==> src/strobe_pio_pkg.sv <==
// Shared constants for the strobe pulse and parallel port block
package strobe_pio_pkg;

    // Sizes
    localparam int NUM_CH  = 4;
    localparam int ADDR_W  = 8;
    localparam int DATA_W  = 32;
    localparam int VAL_W   = 12;
    localparam int MULT_W  = 8;
    localparam int ACC_W   = 32;
    localparam int CTRL_W  = 26;

    // Register offsets (byte addresses)
    localparam logic [ADDR_W-1:0] STROBE_CTRL0_OFS = 8'h00;
    localparam logic [ADDR_W-1:0] STROBE_CTRL_END  = 8'h10;
    localparam logic [ADDR_W-1:0] USER_OUT_OFS     = 8'h10;
    localparam logic [ADDR_W-1:0] INPUT_STATE_OFS  = 8'h14;
    localparam logic [ADDR_W-1:0] PORT_CFG_OFS     = 8'h18;
    localparam logic [ADDR_W-1:0] TIME_BASE_OFS    = 8'h1C;
    localparam logic [ADDR_W-1:0] STATUS_OFS       = 8'h20;

    // Strobe channel control fields
    localparam int DUR_LSB = 0;
    localparam int DUR_MSB = 11;
    localparam int DLY_LSB = 12;
    localparam int DLY_MSB = 23;
    localparam int POL_BIT = 24;
    localparam int EN_BIT  = 25;

    // Time base fields, in units of 1/1024 ms
    localparam int TB_DLY_LSB = 0;
    localparam int TB_DUR_LSB = 8;

    // Reset values
    localparam logic [CTRL_W-1:0] STROBE_CTRL_RST = 26'h000_0000;
    localparam logic [3:0]        USER_OUT_RST    = 4'h0;
    localparam logic [3:0]        PORT_CFG_RST    = 4'h0;
    localparam logic [15:0]       TIME_BASE_RST   = 16'h0101;

    // Timing: one base unit is 1/1024 ms, clock period is 5 ns
    localparam int CLK_PERIOD_NS   = 5;
    localparam int NS_PER_MS       = 1_000_000;
    localparam int UNITS_PER_MS    = 1024;
    localparam logic [ACC_W-1:0] ACC_STEP = ACC_W'(CLK_PERIOD_NS * UNITS_PER_MS);
    localparam logic [ACC_W-1:0] ACC_UNIT = ACC_W'(NS_PER_MS);
    localparam int UNIT_CYCLES_MAX = (NS_PER_MS + CLK_PERIOD_NS * UNITS_PER_MS - 1) / (CLK_PERIOD_NS * UNITS_PER_MS);

    // Channel phases, Gray along idle -> delay -> active
    typedef enum logic [1:0] {
        PH_IDLE   = 2'b00,
        PH_DELAY  = 2'b01,
        PH_ACTIVE = 2'b11
    } phase_t;

endpackage : strobe_pio_pkg

==> src/time_base_if.sv <==
// Time base multipliers and unit ticks between the block and its tick generator
`timescale 1ns/1ps
interface time_base_if;
    import strobe_pio_pkg::*;
    logic [MULT_W-1:0] dlyMult;
    logic [MULT_W-1:0] durMult;
    logic              restart;
    logic              dlyTick;
    logic              durTick;

    modport gen  (input dlyMult, input durMult, input restart, output dlyTick, output durTick);
    modport user (output dlyMult, output durMult, output restart, input dlyTick, input durTick);
endinterface : time_base_if

==> src/time_base_gen.sv <==
// Fractional tick generator for the delay and duration time bases
`timescale 1ns/1ps
module time_base_gen
    import strobe_pio_pkg::*;
(
    // Clock and reset
    input  wire logic    sys_clk,
    input  wire logic    rst,
    // Multipliers in, ticks out
    time_base_if.gen     tb
);

    typedef struct packed {
        logic [ACC_W-1:0] dlyAcc;
        logic [ACC_W-1:0] durAcc;
    } tb_state_t;

    tb_state_t st_r;
    tb_state_t st_nxt;
    logic [ACC_W-1:0] dlyThr;
    logic [ACC_W-1:0] durThr;

    // A period of 1/1024 ms is not a whole number of cycles, so the remainder is carried
    function automatic logic [ACC_W-1:0] thresh(input logic [MULT_W-1:0] mult);
        logic [ACC_W-1:0] m;
        m = (mult == '0) ? ACC_W'(1) : ACC_W'(mult);
        return ACC_W'(m * ACC_UNIT);
    endfunction : thresh

    always_comb begin
        dlyThr     = thresh(tb.dlyMult);
        durThr     = thresh(tb.durMult);
        tb.dlyTick = (st_r.dlyAcc + ACC_STEP) >= dlyThr;
        tb.durTick = (st_r.durAcc + ACC_STEP) >= durThr;
        st_nxt.dlyAcc = tb.dlyTick ? st_r.dlyAcc + ACC_STEP - dlyThr : st_r.dlyAcc + ACC_STEP;
        st_nxt.durAcc = tb.durTick ? st_r.durAcc + ACC_STEP - durThr : st_r.durAcc + ACC_STEP;
        // Exposure start aligns both bases so the first unit is a whole unit
        if (tb.restart) begin
            st_nxt.dlyAcc = '0;
            st_nxt.durAcc = '0;
        end
    end

    always_ff @(posedge sys_clk) begin
        if (rst) begin
            st_r <= '0;
        end else begin
            st_r <= st_nxt;
        end
    end

endmodule : time_base_gen

==> src/strobe_pio.sv <==
// Four strobe pulse channels with parallel output and input ports
// How it works
// - Four independent strobe channels, 0 to 3, each with its own control register.
// - A channel makes pulses only while its enable bit is 1.
// - Polarity bit 0 gives an active low pulse, 1 an active high pulse.
// - Delay equals the delay value times the delay time base.
// - Delay value is a twelve bit unsigned field, 0 to 4095.
// - After reset the delay time base is one 1/1024 ms unit.
// - Delay runs from exposure start until the strobe turns active.
// - Active time equals the duration value times the duration time base.
// - Duration value is a twelve bit unsigned field, 0 to 4095.
// - After reset the duration time base is one 1/1024 ms unit.
// - Both time bases can be raised by software to reach longer intervals.
// - A strobe reaches its pin only when the port is set to strobe.
// - Strobe channel n can only drive output port n.
// - A new exposure restarts delay then duration; with zero delay and nonzero duration a running pulse stays active and restarts its duration.
// - User output register holds one level bit per output port.
// - A user level bit drives its port only when the port is user set.
// - Input state register returns the level of each of four input ports.
`timescale 1ns/1ps
module strobe_pio
    import strobe_pio_pkg::*;
(
    // Clock and reset
    input  wire logic              sys_clk,
    input  wire logic              rst,
    // Register port
    input  wire logic [ADDR_W-1:0] addr,
    input  wire logic [DATA_W-1:0] wrData,
    input  wire logic              wrEn,
    input  wire logic              rdEn,
    output logic      [DATA_W-1:0] rdData,
    // Camera event
    input  wire logic              exposureStart,
    // Physical ports
    input  wire logic [3:0]        inPins,
    output logic      [3:0]        outPins
);

    typedef struct packed {
        phase_t [NUM_CH-1:0]              phase;
        logic   [NUM_CH-1:0][VAL_W-1:0]   count;
        logic   [NUM_CH-1:0][CTRL_W-1:0]  ctrl;
        logic   [3:0]                     userOut;
        logic   [3:0]                     portCfg;
        logic   [15:0]                    timeBase;
        logic   [3:0]                     inMeta;
        logic   [3:0]                     inSync;
        logic   [DATA_W-1:0]              rdData;
    } state_t;

    state_t          st_r;
    state_t          st_nxt;
    logic [NUM_CH-1:0] active;
    logic [NUM_CH-1:0] strobeLvl;
    time_base_if     tbus ();

    assign tbus.dlyMult = st_r.timeBase[TB_DLY_LSB +: MULT_W];
    assign tbus.durMult = st_r.timeBase[TB_DUR_LSB +: MULT_W];
    assign tbus.restart = exposureStart;

    time_base_gen u_time_base (
        .sys_clk (sys_clk),
        .rst     (rst),
        .tb      (tbus.gen)
    );

    always_comb begin
        logic [VAL_W-1:0] dly;
        logic [VAL_W-1:0] dur;
        dly    = '0;
        dur    = '0;
        st_nxt = st_r;
        // Pins are asynchronous to sys_clk; only the second stage is read
        st_nxt.inMeta = inPins;
        st_nxt.inSync = st_r.inMeta;
        st_nxt.rdData = '0;

        if (wrEn) begin
            if (addr < STROBE_CTRL_END && addr[1:0] == 2'b00) begin
                st_nxt.ctrl[addr[3:2]] = wrData[CTRL_W-1:0];
            end else if (addr == USER_OUT_OFS) begin
                st_nxt.userOut = wrData[3:0];
            end else if (addr == PORT_CFG_OFS) begin
                st_nxt.portCfg = wrData[3:0];
            end else if (addr == TIME_BASE_OFS) begin
                st_nxt.timeBase = wrData[15:0];
            end
        end

        // Unmapped reads return zero
        if (rdEn) begin
            if (addr < STROBE_CTRL_END && addr[1:0] == 2'b00) begin
                st_nxt.rdData = DATA_W'(st_r.ctrl[addr[3:2]]);
            end else if (addr == USER_OUT_OFS) begin
                st_nxt.rdData = DATA_W'(st_r.userOut);
            end else if (addr == INPUT_STATE_OFS) begin
                st_nxt.rdData = DATA_W'(st_r.inSync);
            end else if (addr == PORT_CFG_OFS) begin
                st_nxt.rdData = DATA_W'(st_r.portCfg);
            end else if (addr == TIME_BASE_OFS) begin
                st_nxt.rdData = DATA_W'(st_r.timeBase);
            end else if (addr == STATUS_OFS) begin
                st_nxt.rdData = DATA_W'(active);
            end
        end

        for (int i = 0; i < NUM_CH; i++) begin
            dly = st_r.ctrl[i][DLY_MSB:DLY_LSB];
            dur = st_r.ctrl[i][DUR_MSB:DUR_LSB];
            case (st_r.phase[i])
                PH_DELAY: begin
                    if (tbus.dlyTick) begin
                        if (st_r.count[i] == VAL_W'(1)) begin
                            st_nxt.phase[i] = (dur == '0) ? PH_IDLE : PH_ACTIVE;
                            st_nxt.count[i] = dur;
                        end else begin
                            st_nxt.count[i] = st_r.count[i] - VAL_W'(1);
                        end
                    end
                end
                PH_ACTIVE: begin
                    if (tbus.durTick) begin
                        if (st_r.count[i] == VAL_W'(1)) begin
                            st_nxt.phase[i] = PH_IDLE;
                        end else begin
                            st_nxt.count[i] = st_r.count[i] - VAL_W'(1);
                        end
                    end
                end
                default: begin
                    st_nxt.phase[i] = PH_IDLE;
                end
            endcase
            // A new exposure overrides whatever the channel was doing
            if (exposureStart) begin
                if (dly != '0) begin
                    st_nxt.phase[i] = PH_DELAY;
                    st_nxt.count[i] = dly;
                end else if (dur != '0) begin
                    st_nxt.phase[i] = PH_ACTIVE;
                    st_nxt.count[i] = dur;
                end else begin
                    st_nxt.phase[i] = PH_IDLE;
                end
            end
            if (!st_r.ctrl[i][EN_BIT]) begin
                st_nxt.phase[i] = PH_IDLE;
            end
        end
    end

    always_ff @(posedge sys_clk) begin
        if (rst) begin
            st_r          <= '0;
            st_r.ctrl     <= {NUM_CH{STROBE_CTRL_RST}};
            st_r.userOut  <= USER_OUT_RST;
            st_r.portCfg  <= PORT_CFG_RST;
            st_r.timeBase <= TIME_BASE_RST;
        end else begin
            st_r <= st_nxt;
        end
    end

    assign rdData = st_r.rdData;

    // Channel n is wired to port n only; there is no cross routing by design
    genvar g;
    generate
        for (g = 0; g < NUM_CH; g++) begin : g_ch
            assign active[g]    = (st_r.phase[g] == PH_ACTIVE);
            assign strobeLvl[g] = st_r.ctrl[g][POL_BIT] ? active[g] : !active[g];
            assign outPins[g]   = st_r.portCfg[g] ? strobeLvl[g] : st_r.userOut[g];

            chk_restart_delay: assert property (@(posedge sys_clk) disable iff (rst)
                exposureStart && st_r.ctrl[g][EN_BIT] && st_r.ctrl[g][DLY_MSB:DLY_LSB] != '0
                |=> st_r.phase[g] == PH_DELAY && st_r.count[g] == $past(st_r.ctrl[g][DLY_MSB:DLY_LSB]))
                else $error("channel did not restart its delay");

            chk_zero_delay: assert property (@(posedge sys_clk) disable iff (rst)
                exposureStart && st_r.ctrl[g][EN_BIT] && st_r.ctrl[g][DLY_MSB:DLY_LSB] == '0
                && st_r.ctrl[g][DUR_MSB:DUR_LSB] != '0 |=> active[g])
                else $error("zero delay did not go active next cycle");

            chk_zero_duration: assert property (@(posedge sys_clk) disable iff (rst)
                st_r.phase[g] == PH_DELAY && st_r.ctrl[g][DUR_MSB:DUR_LSB] == '0
                && !exposureStart |=> !active[g])
                else $error("zero duration produced a pulse");

            chk_disabled_idle: assert property (@(posedge sys_clk) disable iff (rst)
                !st_r.ctrl[g][EN_BIT] |=> st_r.phase[g] == PH_IDLE)
                else $error("disabled channel not idle");

            chk_delay_to_active: assert property (@(posedge sys_clk) disable iff (rst)
                st_r.phase[g] == PH_DELAY && tbus.dlyTick && st_r.count[g] == VAL_W'(1)
                && !exposureStart && st_r.ctrl[g][EN_BIT] && st_r.ctrl[g][DUR_MSB:DUR_LSB] != '0
                |=> active[g] && st_r.count[g] == $past(st_r.ctrl[g][DUR_MSB:DUR_LSB]))
                else $error("delay end did not start the pulse");

            chk_active_hold: assert property (@(posedge sys_clk) disable iff (rst)
                active[g] && !tbus.durTick && !exposureStart && st_r.ctrl[g][EN_BIT]
                |=> active[g] && $stable(st_r.count[g]))
                else $error("pulse ended without a duration tick");

            chk_pin_level: assert property (@(posedge sys_clk) disable iff (rst)
                st_r.portCfg[g] && st_r.phase[g] == PH_IDLE
                |-> outPins[g] == !st_r.ctrl[g][POL_BIT])
                else $error("idle strobe pin not at inactive level");

            chk_user_level: assert property (@(posedge sys_clk) disable iff (rst)
                wrEn && addr == USER_OUT_OFS && !st_r.portCfg[g] && !(wrEn && addr == PORT_CFG_OFS)
                |=> outPins[g] == $past(wrData[g]))
                else $error("user level not on its port");
        end
    endgenerate

    chk_input_read: assert property (@(posedge sys_clk) disable iff (rst)
        rdEn && addr == INPUT_STATE_OFS |=> rdData == DATA_W'($past(st_r.inSync)))
        else $error("input state read mismatch");

    chk_base_reset: assert property (@(posedge sys_clk)
        rst |=> st_r.timeBase == TIME_BASE_RST)
        else $error("time base not at default after reset");

    cov_full_pulse: cover property (@(posedge sys_clk) disable iff (rst)
        st_r.phase[0] == PH_DELAY ##1 st_r.phase[0] == PH_ACTIVE);
    cov_restart: cover property (@(posedge sys_clk) disable iff (rst)
        active[0] && exposureStart);
    cov_user_out: cover property (@(posedge sys_clk) disable iff (rst)
        !st_r.portCfg[2] && outPins[2]);
    cov_low_pulse: cover property (@(posedge sys_clk) disable iff (rst)
        st_r.portCfg[3] && active[3] && !outPins[3]);

endmodule : strobe_pio

==> config.mk <==
export PLATFORM = sky130hd
export DESIGN_NAME = strobe_pio
export DESIGN_NICKNAME = d
export VERILOG_FILES = /design/src/strobe_pio_pkg.sv /design/src/time_base_if.sv /design/src/time_base_gen.sv /design/src/strobe_pio.sv
export SDC_FILE = /design/constraint.sdc
export NUM_CORES = 1
export LEC_CHECK = 0
export ABC_AREA = 1
export BUFFER_PORTS_ARGS = -buffer_cell sky130_fd_sc_hd__buf_2
export CAP_MARGIN = 30
export CORE_UTILIZATION = 40
export CTS_CLUSTER_DIAMETER = 50
export DETAILED_ROUTE_END_ITERATION = 6
export GPL_ROUTABILITY_DRIVEN = 0
export GPL_TIMING_DRIVEN = 1
export SLEW_MARGIN = 20
export SYNTH_ARGS = -nofsm -noshare
export SYNTH_HDL_FRONTEND = slang
export SYNTH_HIERARCHICAL = 1
export SYNTH_SLANG_ARGS = --single-unit
==> constraint.sdc <==
create_clock -name sys_clk -period 6.63 [get_ports sys_clk]
set_input_delay 1.989 -clock sys_clk [delete_from_list [all_inputs] [get_ports sys_clk]]
set_output_delay 1.989 -clock sys_clk [all_outputs]
set_load 0.03 [all_outputs]
==> results.yml <==
run_status:
  status: "finished clean"
setup_path:
  crit_arrival_ns: 6.77
  critPathTopFamily: "adder cells"
  cp-start-kind: "register"
  worst-setup-path-type: "register to register"
  required_ns: 7.12
  cp_common_cell: "nand2_1"
  slowest_delay_ns: 0.49
  cp_max_fo: 5
  endpoint_kind: "register"
  critical_path_buf_inv_count: 7
  cp_slowest_cell: "fa_1"
global_routing:
  grt_overflow: 0
  antenna_found_initial: 1
  grt_usage: 0.255
  grt_max_degree: 95
  grt_pass1_vias: 20400
  grt_pass1_wl_um: 112000
cts:
  clockBufferDepth: 3
  cts.sinks: 270
  cts_tree: "built"
  cts_buffers: 43
  clk_latency_ns: 0.62
  clk_pin_slew_ns: 0.06
  h-tree-depth: 2
  clock-root-buffer: "clkbuf_16"
synth:
  ys.flop_type: "dfxtp_1"
  postSynthAreaPerCell_um2: 6.46
  synth_top_area_cell: "dfxtp_1"
  synth.top_cell.area_share: 0.250
  synth-seq-cells: 270
  synth_cell_types: 55
  yosysWarningCount: 6
  synth_area_um2: 21600
  syn-instance-count: 3351
  seq_area_frac_synth: 0.250
  yosys-top-cells-area: "dfxtp_1, nand2_1, ha_1"
  synth_edf_count: 0
  async_reset_ff_frac: 0
timing:
  layout_setup_ws_ns: 0.352
  slew_viol_final: 0
  hold_viol: 0
  setup_viol: 0
  fmax_ghz: 0.159
  fin_crit_sh: 0.947
  finalSetupTns_ns: 0
  final.min_clock_period_ns: 6.28
  tightest_slew_ns: 0.866
  maxSlewHeadroom: 0.421
  finClkSkew_ns: 0.0565
cells_and_area:
  fillers: 5472
  drive_gt1_frac: 0.102
  seq_area_um2: 5410
  syn_to_final_growth_pct: 14.6
  antennaDiodeCount: 0
  fin_nets: 3676
  multi_input_area_um2: 14100
pwr:
  vdd_drop_max_mv: 0.199
  p_total_mw: 7.41
  powerDensity_nw_per_um2: 299
  power_leakage_nw: 11.4
drt:
  vias: 22100
  vias_per_cell: 5.33
  wl_per_cell_um: 17.5
  wirelength_um: 72500
  firstDrtPassIters: 5
  first_iter_violations: 1871
  drc_errors: 0
  antenna_left: 0
placed_design:
  io_buffers: 72
  dp_slack_ns: -0.0630
  dp_hpwl_um: 55100
floorplanning:
  core_region_area_um2: 53000
  die_area_um2: 55100
  fp.dieH_um: 235
  ios: 85
  num_rows: 84
  initial_utilization: 0.409
  die_w_um: 235
run:
  max_cap_violations: 0
worst_hold_path:
  hold_path.class: "register to register"
-- state kept, by name, summed over array words and instances (netlist names) --
name              flops
rdData               26
st_nxt                4
st_r                188
u_time_base/st_r     52
-- final cells by class --
| class | instances | share of cell area |
|---|---|---|
| Sequential cell | 270 | 0.218 |
| Multi-Input combinational cell | 2527 | 0.569 |
| Clock inverter | 28 | 0.0167 |
| Tap cell | 688 | 0.0347 |
| Clock buffer | 48 | 0.0458 |
| Inverter | 413 | 0.0632 |
| Timing Repair Buffer | 178 | 0.0523 |
-- layer usage --
metal | routed length, um | track usage | vias up | part of all wire
met1 | 32500 | 0.342 | 10100 | 0.45
li1 | - | - | 11100 | -
met2 | 31900 | 0.407 | 744 | 0.44
met4 | 3050 | 0.113 | 0 | 0.042
met5 | 0 | 0 | - | 0
met3 | 5010 | 0.0350 | 149 | 0.069
-- path summary, 6_finish.rpt --
path,start,to,slack [ns],depth (start not counted)
setup / recovery,st_r[55],st_r[188],0.35,38
hold / removal,st_nxt[32],st_r[32],0.40,2
setup reg to reg,st_r[55],st_r[188],0.35,38
hold reg to reg,st_nxt[32],st_r[32],0.40,2
-- cell usage after synthesis (all sizes together) (5+ instances only) --
cell,count
a21boi,19
a21o,7
a21oi,336
a221oi,11
a22oi,16
a31oi,17
buf,72
clkbuf,76
clkinv,5
dfxtp,270
fa,34
ha,160
inv,408
nand2,749
nand3,231
nand4,47
nor2,409
nor3,31
nor4,7
o2111ai,7
o211ai,19
o21ai,248
o21bai,5
o22ai,17
or2,12
xnor2,48
xor2,71
-- through the flow --
stage	hold slack [ns]	util	cells	instance area, um^2
3_5_place_dp	0.392	0.431	4059	22800
5_1_grt	0.428	0.468	4152	24800
4_1_cts	0.399	0.460	4135	24400
2_1_floorplan	0.388	-	3356	21700
3_3_place_gp	0.392	0.431	4058	22800
6_report	0.398	0.468	4152	24800
-- kinds of logic (layout without fill, tap and decap cells) --
logic type,Yosys count,count (layout),synth area share
AO/OA/AOI/OAI,711,711,0.178
AND/OR/NAND/NOR,1495,1497,0.292
flip-flops,270,270,0.250
adder cells (fa/ha/maj),194,194,0.124
other,1,6,0.000173
buffers and inverters,561,667,0.107
XOR/XNOR,119,119,0.0481
-- worst reg2reg max path: cells and delay by family (launching register included) --
family	cells	cell delay (ns)
compound gates	4	0.61
xor+xnor	2	0.33
fa+ha+maj	7	2.30
buf+inv	7	0.89
flops	1	0.30
simple gates	18	1.75
-- power by group --
| group | internal [mW] | switching, mW |
|---|---|---|
| Clock | 1.47 | 0.955 |
| Sequential | 1.71 | 0.0734 |
| Combinational | 1.15 | 2.04 |
-- what timing repair did --
| action | in CTS | in global routing |
|---|---|---|
| endpoints found under the setup margin | 6 | 76 |
| cloned | 0 | 5 |
| setup buffers | 0 | 12 |
| hold buffers | 0 | 0 |
| pin swaps | 0 | 18 |
| resized for setup | 1 | 57 |
-- placed cells by master, fill, tap and decap left out, drive strengths merged, types with 5 or more instances in the layout --
| cell | Yosys | final |
|---|---|---|
| inv | 408 | 414 |
| o2111ai | 7 | 7 |
| a21boi | 19 | 19 |
| nand2 | 749 | 749 |
| o21bai | 5 | 5 |
| clkbuf | 76 | 51 |
| conb | 1 | 6 |
| a21o | 7 | 7 |
| ha | 160 | 160 |
| buf | 72 | 175 |
| nor2 | 409 | 411 |
| a31oi | 17 | 17 |
| a221oi | 11 | 11 |
| o21ai | 248 | 248 |
| a22oi | 16 | 16 |
| nor4 | 7 | 7 |
| fa | 34 | 34 |
| o22ai | 17 | 17 |
| bufinv | 0 | 5 |
| o211ai | 19 | 19 |
| xnor2 | 48 | 48 |
| a21oi | 336 | 336 |
| clkinv | 5 | 17 |
| nand4 | 47 | 47 |
| clkinvlp | 0 | 5 |
| nand3 | 231 | 231 |
| nor3 | 31 | 31 |
| xor2 | 71 | 71 |
| or2 | 12 | 12 |
| dfxtp | 270 | 270 |
No activity file was read; power rests on OpenSTA's default activity.
